### config.mk
export PLATFORM = sky130hd
export DESIGN_NAME = scfdc_top
export DESIGN_NICKNAME = d
export VERILOG_FILES = /design/src/common/scfdc_pkg.sv /design/src/common/scfdc_stream_if.sv /design/src/scfdc_filter.sv /design/src/scfdc_top.sv
export VERILOG_INCLUDE_DIRS = /design/src /design/src/common
export SDC_FILE = /design/constraint.sdc
export NUM_CORES = 1
export LEC_CHECK = 0
export BUFFER_PORTS_ARGS = -buffer_cell sky130_fd_sc_hd__buf_2
export CAP_MARGIN = 20
export CORE_ASPECT_RATIO = 1.1
export CORE_MARGIN = 1
export CORE_UTILIZATION = 44
export CTS_BUF_LIST = sky130_fd_sc_hd__clkbuf_8
export CTS_CLUSTER_DIAMETER = 200
export DETAILED_ROUTE_END_ITERATION = 10
export GPL_TIMING_DRIVEN = 0
export PLACE_DENSITY = 0.58
export SETUP_SLACK_MARGIN = 0.15
export SYNTH_ARGS = -nofsm -noshare
export SYNTH_HDL_FRONTEND = slang
export SYNTH_SLANG_ARGS = --single-unit
### constraint.sdc
create_clock -name mclk -period 5.7 [get_ports mclk]
set_input_delay 0.285 -clock mclk [delete_from_list [all_inputs] [get_ports mclk]]
set_output_delay 0.285 -clock mclk [all_outputs]
set_load 0.02 [all_outputs]
### src/common/scfdc_params.svh
// Named offsets, bit positions, reset values and counts of the sinc block
`ifndef SCFDC_PARAMS_SVH
`define SCFDC_PARAMS_SVH

// ----------------------------------------------------------------
// Register offsets (word addresses on the plain register port)
// ----------------------------------------------------------------
`define SCFDC_ADDR_CTRL   8'h11
`define SCFDC_ADDR_OUT4   8'h13
`define SCFDC_ADDR_OUT5   8'h14
`define SCFDC_ADDR_STAT   8'h18
`define SCFDC_ADDR_MASK   8'h19

// ----------------------------------------------------------------
// Control register field positions
// ----------------------------------------------------------------
`define SCFDC_FLAG4       4
`define SCFDC_FLAG5       5
`define SCFDC_OSR_LO      6
`define SCFDC_OSR_HI      7
`define SCFDC_DECODER0_ENABLE        8
`define SCFDC_IRQEN       14

// ----------------------------------------------------------------
// Status and mask bits, reset values
// ----------------------------------------------------------------
`define SCFDC_ST_SAMPLE   0
`define SCFDC_ST_OVRUN    1
`define SCFDC_ST_W        2
`define SCFDC_WORD_RST    16'h0000
`define SCFDC_ST_RST      2'h0

// ----------------------------------------------------------------
// Core identity on the register port
// ----------------------------------------------------------------
`define SCFDC_CORE_SUPV   1'b0

// ----------------------------------------------------------------
// Decoder timing in clocks, filter sizing
// ----------------------------------------------------------------
`define SCFDC_BLANK       4'h6
`define SCFDC_LOSS        4'hC
`define SCFDC_ACC_W       25
`define SCFDC_BASE_LEN    9'h020
`define SCFDC_ONE9        9'h001

`endif

### src/common/scfdc_pkg.sv
// Types shared by the sinc decoder and filter modules
package scfdc_pkg;

	// Oversampling rate codes
	typedef enum logic [1:0] {
		OSR_32  = 2'h0,
		OSR_64  = 2'h1,
		OSR_128 = 2'h2,
		OSR_256 = 2'h3
	} scfdc_osr_t;

	// Manchester decoder states, one-hot
	typedef enum logic [2:0] {
		DEC_OFF  = 3'h1,
		DEC_HUNT = 3'h2,
		DEC_LOCK = 3'h4
	} scfdc_dec_t;

	// Register data word
	typedef logic [15:0] scfdc_word_t;

endpackage

### src/common/scfdc_stream_if.sv
// Bit stream into one sinc filter and its decimated samples out
`timescale 1ns/1ns
interface scfdc_stream_if;
	logic                    enable;       // Filter runs while high
	scfdc_pkg::scfdc_osr_t   oversampling_select;          // Common oversampling rate
	logic                    bit_valid;    // One decoded bit this cycle
	logic                    bit_val;      // Value of that bit
	logic                    sample_valid; // One-cycle new-sample pulse
	scfdc_pkg::scfdc_word_t  sample;       // Decimated sample

	// Decoder side
	modport src (
		output enable,
		output oversampling_select,
		output bit_valid,
		output bit_val,
		input  sample_valid,
		input  sample
	);

	// Filter side
	modport flt (
		input  enable,
		input  oversampling_select,
		input  bit_valid,
		input  bit_val,
		output sample_valid,
		output sample
	);
endinterface

### src/scfdc_filter.sv
// Cubic sinc decimation filter for one decoded bit stream
`timescale 1ns/1ns
`include "scfdc_params.svh"
module scfdc_filter (
	input  wire logic  mclk,
	input  wire logic  nrst,
	scfdc_stream_if.flt st
);

	// ------------------------------------------------------------
	// Storage
	// ------------------------------------------------------------
	logic [`SCFDC_ACC_W-1:0] i1_q, i2_q, i3_q;   // Integrators
	logic [`SCFDC_ACC_W-1:0] d1_q, d2_q, d3_q;   // Comb delays
	logic [`SCFDC_ACC_W-1:0] c1, c2, c3;         // Comb outputs
	logic [7:0]              cnt_q;              // Bits in this frame
	logic [7:0]              last;               // Final bit index
	logic                    dec_now;            // Decimation instant
	logic                    valid_q;            // Sample pulse
	scfdc_pkg::scfdc_word_t  sample_q;           // Sample held
	scfdc_pkg::scfdc_word_t  scaled;             // Comb result scaled

	// Frame length minus one, from the common rate
	assign last = 8'((`SCFDC_BASE_LEN << st.oversampling_select) - `SCFDC_ONE9);
	assign dec_now = st.bit_valid && (cnt_q == last);

	// Comb section and scaling to sixteen bits
	always_comb begin
		c1 = i3_q - d1_q;
		c2 = c1 - d2_q;
		c3 = c2 - d3_q;
		unique case (st.oversampling_select)
			scfdc_pkg::OSR_32:  scaled = c3[15:0];
			scfdc_pkg::OSR_64:  scaled = c3[18:3];
			scfdc_pkg::OSR_128: scaled = c3[21:6];
			scfdc_pkg::OSR_256: scaled = c3[24:9];
		endcase
	end

	// Integrators advance once per decoded bit
	always_ff @(posedge mclk or negedge nrst) begin
		if (!nrst) begin
			i1_q <= '0;
			i2_q <= '0;
			i3_q <= '0;
		end else if (!st.enable) begin
			i1_q <= '0;
			i2_q <= '0;
			i3_q <= '0;
		end else if (st.bit_valid) begin
			i1_q <= i1_q + `SCFDC_ACC_W'(st.bit_val);
			i2_q <= i2_q + i1_q;
			i3_q <= i3_q + i2_q;
		end
	end

	// Bit counter and comb delays, one sample per frame
	always_ff @(posedge mclk or negedge nrst) begin
		if (!nrst) begin
			cnt_q <= '0;
			d1_q  <= '0;
			d2_q  <= '0;
			d3_q  <= '0;
		end else if (!st.enable) begin
			cnt_q <= '0;
			d1_q  <= '0;
			d2_q  <= '0;
			d3_q  <= '0;
		end else if (dec_now) begin // RQ10
			cnt_q <= '0;
			d1_q  <= i3_q;
			d2_q  <= c1;
			d3_q  <= c2;
		end else if (st.bit_valid) begin
			cnt_q <= cnt_q + 8'h01;
		end
	end

	// Output sample and its pulse
	always_ff @(posedge mclk or negedge nrst) begin
		if (!nrst) begin
			valid_q  <= 1'b0;
			sample_q <= `SCFDC_WORD_RST;
		end else begin
			valid_q <= st.enable && dec_now; // RQ10
			if (st.enable && dec_now)
				sample_q <= scaled;
		end
	end

	assign st.sample_valid = valid_q;
	assign st.sample       = sample_q;

endmodule

### src/scfdc_top.sv
// Decoder 0 with its filter pair, control register and interrupt
`timescale 1ns/1ns
`include "scfdc_params.svh"

// Summary of operation
// (RQ1) Reading output 5 clears ready flag 5
// (RQ2) Flags 4 and 5 set in one cycle
// (RQ3) Interrupt only with pair enable, unmasked
// (RQ4) Two-bit field picks rate 32 to 256
// (RQ5) Rate writes taken only with decoders off
// (RQ6) Enable bit turns decoder and filters on
// (RQ7) Enabled decoder forces pin single or differential
// (RQ8) Only supervisory core writes decoder enable
// (RQ9) New sample in output sets ready flag
// (RQ10) One sample per rate count of bits
module scfdc_top (
	input  wire logic                   mclk,
	input  wire logic                   nrst,
	input  wire logic [7:0]             reg_addr,
	input  wire scfdc_pkg::scfdc_word_t reg_wdata,
	input  wire logic                   reg_wr,
	input  wire logic                   reg_rd,
	input  wire logic                   reg_core,
	output wire scfdc_pkg::scfdc_word_t reg_rdata,
	input  wire logic                   md0_pos_pin,
	input  wire logic                   md0_neg_pin,
	input  wire logic                   pin_output_mode_bit,
	output wire logic                   md0_input_forced,
	output wire logic                   md0_diff_mode,
	output wire logic                   irq
);

	// ------------------------------------------------------------
	// Control and status state
	// ------------------------------------------------------------
	scfdc_pkg::scfdc_osr_t  osr_q;        // Common rate field
	logic                   md0_en_q;     // Decoder 0 enable
	logic                   irq_en_q;     // Pair 4/5 interrupt enable
	logic                   flag4_q;      // Sample ready 4
	logic                   flag5_q;      // Sample ready 5
	logic [`SCFDC_ST_W-1:0] stat_q;       // Sticky event bits
	logic [`SCFDC_ST_W-1:0] mask_q;       // Event mask
	logic [`SCFDC_ST_W-1:0] stat_set;     // Events this cycle
	logic [`SCFDC_ST_W-1:0] stat_clr;     // Write-one clears
	logic                   irq_q;        // Interrupt level
	scfdc_pkg::scfdc_word_t rdata_q;      // Read data, one cycle
	scfdc_pkg::scfdc_word_t rd_mux;       // Read data selected
	scfdc_pkg::scfdc_word_t ctrl_rd;      // Control word as read

	// ------------------------------------------------------------
	// Filter outputs
	// ------------------------------------------------------------
	scfdc_pkg::scfdc_word_t hold4_q;      // Sample 4 awaiting pair
	scfdc_pkg::scfdc_word_t out4_q;       // Output register 4
	scfdc_pkg::scfdc_word_t out5_q;       // Output register 5
	logic                   pair_set;     // Both samples complete

	// ------------------------------------------------------------
	// Decoder state
	// ------------------------------------------------------------
	logic                   pos_s1_q;     // Positive pin, stage 1
	logic                   pos_s2_q;     // Positive pin, stage 2
	logic                   neg_s1_q;     // Negative pin, stage 1
	logic                   neg_s2_q;     // Negative pin, stage 2
	logic                   line_now;     // Line level this cycle
	logic                   line_q;       // Line level last cycle
	logic                   edge_seen;    // Line changed
	logic                   forced_q;     // Pin mode forced
	logic                   diff_q;       // Differential in force
	scfdc_pkg::scfdc_dec_t  dec_q;        // Decoder state
	logic [3:0]             tm_q;         // Clocks since last accepted edge
	logic                   bit_stb_q;    // Decoded bit strobe
	logic                   bit_val_q;    // Decoded bit value
	logic                   bit_ch_q;     // Channel of that bit
	logic                   ch_q;         // Channel of next bit

	// ------------------------------------------------------------
	// Register port decode
	// ------------------------------------------------------------
	logic wr_supv;                        // Write from supervisor
	logic wr_ctrl;                        // Supervisor control write
	logic rd_out4;                        // Read of output 4
	logic rd_out5;                        // Read of output 5
	logic wr_stat;                        // Status clear write
	logic wr_mask;                        // Mask write

	assign wr_supv = reg_wr && (reg_core == `SCFDC_CORE_SUPV);
	assign wr_ctrl = wr_supv && (reg_addr == `SCFDC_ADDR_CTRL);
	assign rd_out4 = reg_rd && (reg_addr == `SCFDC_ADDR_OUT4);
	assign rd_out5 = reg_rd && (reg_addr == `SCFDC_ADDR_OUT5);
	assign wr_stat = reg_wr && (reg_addr == `SCFDC_ADDR_STAT);
	assign wr_mask = reg_wr && (reg_addr == `SCFDC_ADDR_MASK);

	// ------------------------------------------------------------
	// Filter links
	// ------------------------------------------------------------
	scfdc_stream_if s4 ();                // Even bits, filter 4
	scfdc_stream_if s5 ();                // Odd bits, filter 5

	// Filters run only while the decoder is enabled
	assign s4.enable    = md0_en_q; // RQ6
	assign s5.enable    = md0_en_q; // RQ6
	assign s4.oversampling_select       = osr_q; // RQ4
	assign s5.oversampling_select       = osr_q; // RQ4
	assign s4.bit_valid = bit_stb_q && !bit_ch_q;
	assign s5.bit_valid = bit_stb_q && bit_ch_q;
	assign s4.bit_val   = bit_val_q;
	assign s5.bit_val   = bit_val_q;

	scfdc_filter u_flt4 (
		.mclk (mclk),
		.nrst (nrst),
		.st   (s4.flt)
	);

	scfdc_filter u_flt5 (
		.mclk (mclk),
		.nrst (nrst),
		.st   (s5.flt)
	);

	// Filter 5 finishes one bit after filter 4, so its pulse
	// marks the moment both samples of a pair are complete
	assign pair_set = s5.sample_valid;

	// ------------------------------------------------------------
	// Pin synchronisers
	// ------------------------------------------------------------
	// Two stages per pin before any decoding
	always_ff @(posedge mclk or negedge nrst) begin
		if (!nrst) begin
			pos_s1_q <= 1'b0;
			pos_s2_q <= 1'b0;
			neg_s1_q <= 1'b0;
			neg_s2_q <= 1'b0;
		end else begin
			pos_s1_q <= md0_pos_pin;
			pos_s2_q <= pos_s1_q;
			neg_s1_q <= md0_neg_pin;
			neg_s2_q <= neg_s1_q;
		end
	end

	// ------------------------------------------------------------
	// Forced input mode
	// ------------------------------------------------------------
	// Mode follows the pin mode bit only while enabled
	always_ff @(posedge mclk or negedge nrst) begin
		if (!nrst) begin
			forced_q <= 1'b0;
			diff_q   <= 1'b0;
		end else begin
			forced_q <= md0_en_q; // RQ7
			diff_q   <= md0_en_q && pin_output_mode_bit; // RQ7
		end
	end

	// Differential reads the pin pair, single-ended the pin
	assign line_now  = diff_q ? (pos_s2_q && !neg_s2_q) : pos_s2_q;
	assign edge_seen = line_now != line_q;

	// ------------------------------------------------------------
	// Manchester decoder
	// ------------------------------------------------------------
	// State: off, hunting for a mid-bit edge, locked
	always_ff @(posedge mclk or negedge nrst) begin
		if (!nrst) begin
			dec_q <= scfdc_pkg::DEC_OFF;
		end else if (!md0_en_q) begin
			dec_q <= scfdc_pkg::DEC_OFF; // RQ6
		end else begin
			unique case (dec_q)
				scfdc_pkg::DEC_OFF: begin
					dec_q <= scfdc_pkg::DEC_HUNT;
				end
				scfdc_pkg::DEC_HUNT: begin
					// First edge taken as a mid-bit edge
					if (edge_seen)
						dec_q <= scfdc_pkg::DEC_LOCK;
				end
				scfdc_pkg::DEC_LOCK: begin
					// Line gone quiet: lock lost
					if (tm_q == `SCFDC_LOSS)
						dec_q <= scfdc_pkg::DEC_HUNT;
				end
				default: begin
					dec_q <= scfdc_pkg::DEC_OFF;
				end
			endcase
		end
	end

	// Line history and clocks since the accepted edge
	always_ff @(posedge mclk or negedge nrst) begin
		if (!nrst) begin
			line_q <= 1'b0;
			tm_q   <= 4'h0;
		end else begin
			line_q <= line_now;
			if (dec_q == scfdc_pkg::DEC_OFF)
				tm_q <= 4'h0;
			else if (edge_seen && tm_q >= `SCFDC_BLANK)
				tm_q <= 4'h0;
			else if (dec_q == scfdc_pkg::DEC_HUNT && edge_seen)
				tm_q <= 4'h0;
			else if (tm_q != `SCFDC_LOSS)
				tm_q <= tm_q + 4'h1;
		end
	end

	// Edges inside the blanking window are bit boundaries;
	// the next one after it is mid-bit and carries the bit
	always_ff @(posedge mclk or negedge nrst) begin
		if (!nrst) begin
			bit_stb_q <= 1'b0;
			bit_val_q <= 1'b0;
			bit_ch_q  <= 1'b0;
			ch_q      <= 1'b0;
		end else begin
			bit_stb_q <= 1'b0;
			if (dec_q != scfdc_pkg::DEC_LOCK) begin
				ch_q <= 1'b0;
			end else if (edge_seen && tm_q >= `SCFDC_BLANK) begin
				bit_stb_q <= 1'b1;
				bit_val_q <= line_now;
				bit_ch_q  <= ch_q;
				ch_q      <= !ch_q;
			end
		end
	end

	// ------------------------------------------------------------
	// Output registers
	// ------------------------------------------------------------
	// Sample 4 waits for its partner, then both load together
	always_ff @(posedge mclk or negedge nrst) begin
		if (!nrst) begin
			hold4_q <= `SCFDC_WORD_RST;
			out4_q  <= `SCFDC_WORD_RST;
			out5_q  <= `SCFDC_WORD_RST;
		end else begin
			if (s4.sample_valid)
				hold4_q <= s4.sample;
			if (pair_set) begin
				out4_q <= hold4_q;
				out5_q <= s5.sample;
			end
		end
	end

	// ------------------------------------------------------------
	// Sample ready flags
	// ------------------------------------------------------------
	// A read by either core clears; a new pair sets and wins
	always_ff @(posedge mclk or negedge nrst) begin
		if (!nrst) begin
			flag4_q <= 1'b0;
			flag5_q <= 1'b0;
		end else begin
			if (pair_set)
				flag4_q <= 1'b1; // RQ2 RQ9
			else if (rd_out4)
				flag4_q <= 1'b0;
			if (pair_set)
				flag5_q <= 1'b1; // RQ2 RQ9
			else if (rd_out5)
				flag5_q <= 1'b0; // RQ1
		end
	end

	// ------------------------------------------------------------
	// Control register
	// ------------------------------------------------------------
	// Rate field locked while any decoder is enabled
	always_ff @(posedge mclk or negedge nrst) begin
		if (!nrst) begin
			osr_q <= scfdc_pkg::OSR_32;
		end else if (wr_ctrl && !md0_en_q) begin // RQ5
			osr_q <= scfdc_pkg::scfdc_osr_t'(
				reg_wdata[`SCFDC_OSR_HI:`SCFDC_OSR_LO]); // RQ4
		end
	end

	// Enables: processing core writes are dropped
	always_ff @(posedge mclk or negedge nrst) begin
		if (!nrst) begin
			md0_en_q <= 1'b0;
			irq_en_q <= 1'b0;
		end else if (wr_ctrl) begin // RQ8
			md0_en_q <= reg_wdata[`SCFDC_DECODER0_ENABLE]; // RQ6
			irq_en_q <= reg_wdata[`SCFDC_IRQEN];
		end
	end

	// ------------------------------------------------------------
	// Interrupt status, mask and line
	// ------------------------------------------------------------
	// Sample event, and overrun when flag 5 was still unread
	always_comb begin
		stat_set = `SCFDC_ST_RST;
		stat_set[`SCFDC_ST_SAMPLE] = pair_set;
		stat_set[`SCFDC_ST_OVRUN]  = pair_set && flag5_q;
		stat_clr = wr_stat ? reg_wdata[`SCFDC_ST_W-1:0] : `SCFDC_ST_RST;
	end

	// Sticky bits, write one to clear, a new event wins
	always_ff @(posedge mclk or negedge nrst) begin
		if (!nrst)
			stat_q <= `SCFDC_ST_RST;
		else
			stat_q <= (stat_q & ~stat_clr) | stat_set;
	end

	// Mask, same layout as status
	always_ff @(posedge mclk or negedge nrst) begin
		if (!nrst)
			mask_q <= `SCFDC_ST_RST;
		else if (wr_mask)
			mask_q <= reg_wdata[`SCFDC_ST_W-1:0];
	end

	// Level output gated by the pair enable and the mask
	always_ff @(posedge mclk or negedge nrst) begin
		if (!nrst)
			irq_q <= 1'b0;
		else
			irq_q <= irq_en_q && |(stat_q & mask_q); // RQ3
	end

	// ------------------------------------------------------------
	// Read data
	// ------------------------------------------------------------
	// Unlisted bits and unmapped offsets read zero
	always_comb begin
		ctrl_rd = `SCFDC_WORD_RST;
		ctrl_rd[`SCFDC_FLAG4] = flag4_q;
		ctrl_rd[`SCFDC_FLAG5] = flag5_q;
		ctrl_rd[`SCFDC_OSR_HI:`SCFDC_OSR_LO] = osr_q;
		ctrl_rd[`SCFDC_DECODER0_ENABLE]  = md0_en_q;
		ctrl_rd[`SCFDC_IRQEN] = irq_en_q;
		rd_mux = `SCFDC_WORD_RST;
		unique case (reg_addr)
			`SCFDC_ADDR_CTRL: rd_mux = ctrl_rd;
			`SCFDC_ADDR_OUT4: rd_mux = out4_q;
			`SCFDC_ADDR_OUT5: rd_mux = out5_q;
			`SCFDC_ADDR_STAT: rd_mux[`SCFDC_ST_W-1:0] = stat_q;
			`SCFDC_ADDR_MASK: rd_mux[`SCFDC_ST_W-1:0] = mask_q;
			default:          rd_mux = `SCFDC_WORD_RST;
		endcase
	end

	// Data stand only in the cycle after the strobe
	always_ff @(posedge mclk or negedge nrst) begin
		if (!nrst)
			rdata_q <= `SCFDC_WORD_RST;
		else
			rdata_q <= reg_rd ? rd_mux : `SCFDC_WORD_RST;
	end

	// ------------------------------------------------------------
	// Outputs
	// ------------------------------------------------------------
	assign reg_rdata        = rdata_q;
	assign md0_input_forced = forced_q;
	assign md0_diff_mode    = diff_q;
	assign irq              = irq_q;

endmodule

# Word-level counts from Yosys, hierarchy flattened
# Index checks and enable logic that the tools add are counted.
# op_classes
n_addsub,16
order_cmp,1
n_eq_ne,25
n_shift,1
muxes,53
n_bitwise,6
reduce_logical,31
# op_table
op,count
25-bit two-way mux,24
25-bit subtractor,6
16-bit case mux with 4 select lines,2
25-bit adder,4
25-bit by 1-bit adder with 25-bit output,2
8-bit two-way mux,6
14-bit case mux with 3 select lines,1
"8-bit by 5-bit equality test with 1-bit output, second input constant",5
1-bit logical AND,19
"8-bit by 1-bit adder with 8-bit output, second input constant",2
8-bit equality test,2
16-bit two-way mux,1
4-bit two-way mux,4
1-bit two-way mux,9
3-bit two-way mux,3
"3-bit inequality test, second input constant",3
3-bit case mux with 3 select lines,1
"2-bit by 1-bit inequality test with 1-bit output, second input constant",4
2-bit case mux with 4 select lines,1
"6-bit by 2-bit left shift with 8-bit output, first input constant",1
"8-bit by 1-bit subtractor with 8-bit output, second input constant",1
"3-bit by 1-bit inequality test with 1-bit output, second input constant",2
2-bit nonzero test,3
"4-bit by 1-bit adder with 4-bit output, second input constant",1
19 further kinds,26
# word_totals
regBits,443
in_bits,32
output_inout_bits,19

# Logic depth before layout (Yosys ltp)
# depth
ltp_word,8
mapped_depth,32
depth_no_buf,31

# By module
# A second synthesis with hierarchy kept.
# hier_totals
hier_cells,3360
area_unflattened_um2,30350.4
# modules_own_cells
mod,instances,cells_each,area_each_um2,seq_area_each_um2
scfdc_filter (u_flt5),1,1512,13280.2,4379.2
scfdc_filter (u_flt4),1,1559,13211.4,4379.2
scfdc_top,1,289,3858.7,2328.5

# Least setup slack after synthesis
# OpenSTA, ideal clock, no wires.
# synth_path
kind,register -> register
start,register u_flt5.i3_q[0]
end,register u_flt5.sample_q[14] (netlist: u_flt5.st.sample[14])
setup_ps,83
t_arrival_ps,5528
required_time_ps,5617
slack_ps,89
stages_incl_launch_ff,33
n_path_buf,1
period_less_slack_ps,5611
path_cell_list,dfrtp_1 > inv_1 > ha_1 > fa_1 > nor2b_1 > o31a_1 > o31a_1 > o21a_1 > o21a_1 > o21ai_0 > nor2b_1 > xnor2_1 > ha_1 > a41oi_1 > o21ai_0 > a21oi_1 > nand2_1 > a21o_1 > a21oi_1 > xnor2_1 > ha_1 > clkbuf_1 > a21oi_1 > o21ai_0 > and2_1 > o21a_1 > nor3_1 > a21oi_1 > o21ai_0 > a21boi_0 > o21a_1 > o31a_1 > o21ai_0
# synth_between
elab_chain_len,4
# synth_rtl
item,line,source
from (decl),scfdc_filter.sv:13,"logic [`SCFDC_ACC_W-1:0] i1_q, i2_q, i3_q;"
from (signal assigned),scfdc_filter.sv:53,i3_q <= i3_q + i2_q;
25-bit subtractor,scfdc_filter.sv:29,c1 = i3_q - d1_q;
25-bit subtractor,scfdc_filter.sv:30,c2 = c1 - d2_q;
25-bit subtractor,scfdc_filter.sv:31,c3 = c2 - d3_q;
16-bit case mux with 4 select lines,scfdc_filter.sv:32,unique case (st.oversampling_select)
to (signal assigned),scfdc_filter.sv:83,sample_q <= `SCFDC_WORD_RST;
to (signal assigned),scfdc_filter.sv:87,sample_q <= scaled;
to (decl),scfdc_filter.sv:20,scfdc_pkg::scfdc_word_t sample_q;
# Every way passes these cells.
# A chain may end at the register's enable or synchronous reset.

# Worst setup path after layout
# layout_path
start,register u_flt5.i3_q[0]
end,register u_flt5.sample_q[13] (netlist: u_flt5.st.sample[13])
# Same word-level chain as after synthesis.

==> summary.txt <==
Run status: finished with violations
Failing checks: negative setup slack
Number of synthesized flops with an enable pin: 0
Port Buffers: 40
DR iter-0 viols: 1,291
Final Hold Viols: 0
Lkg Pwr: 15.5 nW
GRT Overall Usage: 0.233
Worst-case clock buffer depth: 3
# rows: 99
Core Region: 0.0665 mm^2
Ys async rst share: 1.00
Worst skew pair latency: 0.71 ns
Routed Antenna Nets: 0
Post-Synth Adder-Cell Area: 0.112
CTS tree: yes
Crit path kind: reg2reg
CP max stage cell: dfrtp_1
Worst hold margin: 0.0579 ns
Fmax: 0.173 GHz
Max-cap viol count: 0
Starting density of the core: 0.446
GP Congestion: 0.844
Layout Skew: 0.0290 ns
Clock share of power: 0.494
Number of global-route vias before repair: 24,300
Root buf cell: clkbuf_8
Critical Path Source: u_flt5.i3_q[0]
Most common cell in the synthesized netlist: nand2_1
Routed WL per cell: 17.5 um
Worst reg2reg endpoint: u_flt5.st.sample[13]
Syn Area/Cell: 8.59 um^2
H-tree depth: 3
R2R depth: 30
RSZ-0062 raised after global routing: yes
Setup WS post-layout: -0.0938 ns
Clk pin slew, worst setup/hold paths: 0.07 ns
Slew margin rel.: 0.261
Vias: 24,900
CP max stage delay: 0.43 ns
Largest family of logic cells by synthesized area: compound AO/OA/AOI/OAI gates
Post-synthesis net count: 3,745
Area Overhead vs Synth: 17.6%
Yosys Warn Count: 0
Drt pass-1 iters: 5
WL final: 80,600 um
Die area: 0.0685 mm^2
Power Density: 189 mW/mm^2
Initial antenna violation count: 2
Die Span X: 250 um
Via/cell ratio: 5.41
Net switching power: 1.59 mW
Minimum clock period: 5.79 ns
Post-Synthesis Cells: 3,454
Pre-CTS setup slack: -0.788 ns
Total gr overflow: 0
First-pass GRT wire length: 128,000 um
Post-synth top flop: dfrtp_1
Hold Path Class: in2reg
Critical path endpoint: u_flt5.st.sample[13]
Clock sink total: 443
Total CTS buffers: 83
Layout cell share with drive strength beyond 1: 0.143
Number of distinct library cells after synthesis: 89
Boundary pin count: 51
Arr. time, crit path: 6.34 ns
Critical Path Sink Type: flip-flop
Hold Crit Start: reg_addr[3]
Synth area leader: dfrtp_1
VDD IR max: 0.000136 V
Synth area leaders: dfrtp_1 (37%), ha_1 (11%), nand2_1 (7.3%)
NumNets Final: 3,973
Post-Synth XOR/XNOR Area: 0.0760
Die Y: 274 um
Area of the mapped netlist: 0.0297 mm^2
Switch share: 0.242
Combinational Power Share: 0.027
Final Max Slew Viols: 0
Synth Area in Compound Gates: 0.197
Setup violations, final: 3
Worst-path fanout max: 3
Synth top area share: 0.373
Internal: 5.00 mW
WP data required: 6.24 ns
Final period utilization: 1.02
HPWL Detailed: 59,000 um
Largest net degree at the start of global routing: 108
Yosys reg bits: 443
Sequential share of power: 0.478
RR Startpoint: u_flt5.i3_q[0]
Worst-margin pin slew: 1.11 ns
Top post-synthesis cells by count: nand2_1 (575), dfrtp_1 (442), a21oi_1 (381)
Synth Area in Simple Gates: 0.167
Reg2reg setup slack: -0.09 ns
DRC: 0
Sequential area share after synthesis: 0.374
Mux cell area share after synthesis: 0.0316
Crit start category: flip-flop
cells by family (layout without fill, tap and decap cells):
kind of cell / after synthesis / in the layout
flip-flops: 443 / 443
adder cells (fa/ha/maj): 259 / 259
buffers and inverters: 338 / 625
other: 0 / 1
AO/OA/AOI/OAI: 941 / 941
AND/OR/NAND/NOR: 1133 / 1133
XOR/XNOR: 255 / 255
multiplexers: 85 / 85
how the worst min path moves through the flow:
stage,endpoint,cells past startpoint
2_1_floorplan,bit_ch_q,0
3_3_place_gp,pos_s2_q,0
3_5_place_dp,out4_q[1],1
4_1_cts,reg_rdata[4],4
5_1_grt,reg_rdata[5],4
6_report,reg_rdata[5],4
state kept, by name, summed over array words and instances, names as in the netlist, 25 cells and up:
signal and cells:
u_flt5.i1_q 25, u_flt5.i2_q 25, u_flt4.i1_q 25, u_flt4.i3_q 25, u_flt5.i3_q 25, u_flt4.d2_q 25, u_flt4.d3_q 25, u_flt4.i2_q 25
u_flt5.d3_q 25, u_flt4.d1_q 25, u_flt5.d2_q 25, u_flt5.d1_q 25
critical path, delay by kind of cell (launching register included):
family                     cells  cell delay (ns)
AOI/OAI and AO/OA             17             3.19
xor gates and xnor gates       3             0.35
adders and majority gates      4             0.74
buffers and inverters          2             0.23
DFF                            1             0.43
muxes                          1             0.26
and+or+nand+nor                3             0.42
cells in the final DEF, fill, tap and decap left out, types with 11 or more instances in the layout:
cell type / count
clkbuf_1: 103
nand3_1: 67
ha_1: 225
mux2_2: 68
o21ai_2: 12
xnor2_1: 121
o21ai_1: 29
nor4_1: 11
o211ai_1: 16
nand4_1: 25
o21a_1: 40
clkbuf_8: 107
ha_4: 17
a31oi_1: 19
a22oi_1: 16
dfrtp_1: 439
a21oi_2: 35
buf_4: 72
a211oi_1: 22
nand2_1: 573
nand2b_1: 21
buf_2: 41
a21oi_1: 341
and3_1: 24
nor2b_1: 35
nor3_1: 42
xnor2_2: 20
or3_1: 22
o21bai_1: 23
dlygate4sd3_1: 16
mux2i_1: 14
inv_1: 229
o21ai_0: 146
xor2_1: 99
a22o_1: 13
a21o_1: 95
buf_1: 18
nor2_1: 240
power groups by stage:
| stage | registers [mW] | logic (mW) | clock network (mW) |
|---|---|---|---|
| after floorplan | 3.21 | 0.0521 | 0 |
| after global placement | 3.21 | 0.164 | 0 |
| after detailed placement | 3.21 | 0.177 | 0 |
| after CTS | 3.15 | 0.185 | 3.35 |
| after global routing | 3.15 | 0.202 | 3.49 |
| final | 3.16 | 0.181 | 3.26 |
layout make-up:
| type | instances | area [um^2] |
|---|---|---|
| Tap cell | 858 | 1070 |
| Clock inverter | 38 | 279 |
| Timing Repair Buffer | 143 | 1160 |
| Inverter | 214 | 803 |
| Antenna cell | 1 | 2.50 |
| Buffer | 124 | 478 |
| Sequential cell | 443 | 11100 |
| Fill cell | 6257 | 31600 |
| Multi-Input combinational cell | 2673 | 18600 |
| Clock buffer | 106 | 1460 |
through the flow:
stage	instance area, um^2	power (mW)	utilization	setup TNS, ns	cells
2_1_floorplan	29700	3.26	-	0	3454
3_3_place_gp	30900	3.38	0.465	-2263.57	4352
3_5_place_dp	31100	3.39	0.468	-7.55	4358
4_1_cts	34000	6.69	0.511	-0.365	4564
5_1_grt	34900	6.84	0.525	-1.95	4600
6_report	34900	6.60	0.525	-0.144	4600
routing by layer:
metal  up-vias  GRT usage  wire length, um
met5         -          0                0
met4         0     0.0838             2270
met3       132     0.0320             2970
met2       438      0.405            38600
met1     11800      0.296            36700
li1      12500          -                -
what timing repair did:
item | 4_1_cts | 5_1_grt
hold endpoints to repair | 128 | 0
setup buffers | 46 | 35
resized for setup | 131 | 129
hold buffers | 16 | 0
pin swaps | 99 | 116
endpoints found under the setup margin | 24 | 25
Note: power is estimated with default switching activity, not from simulation.
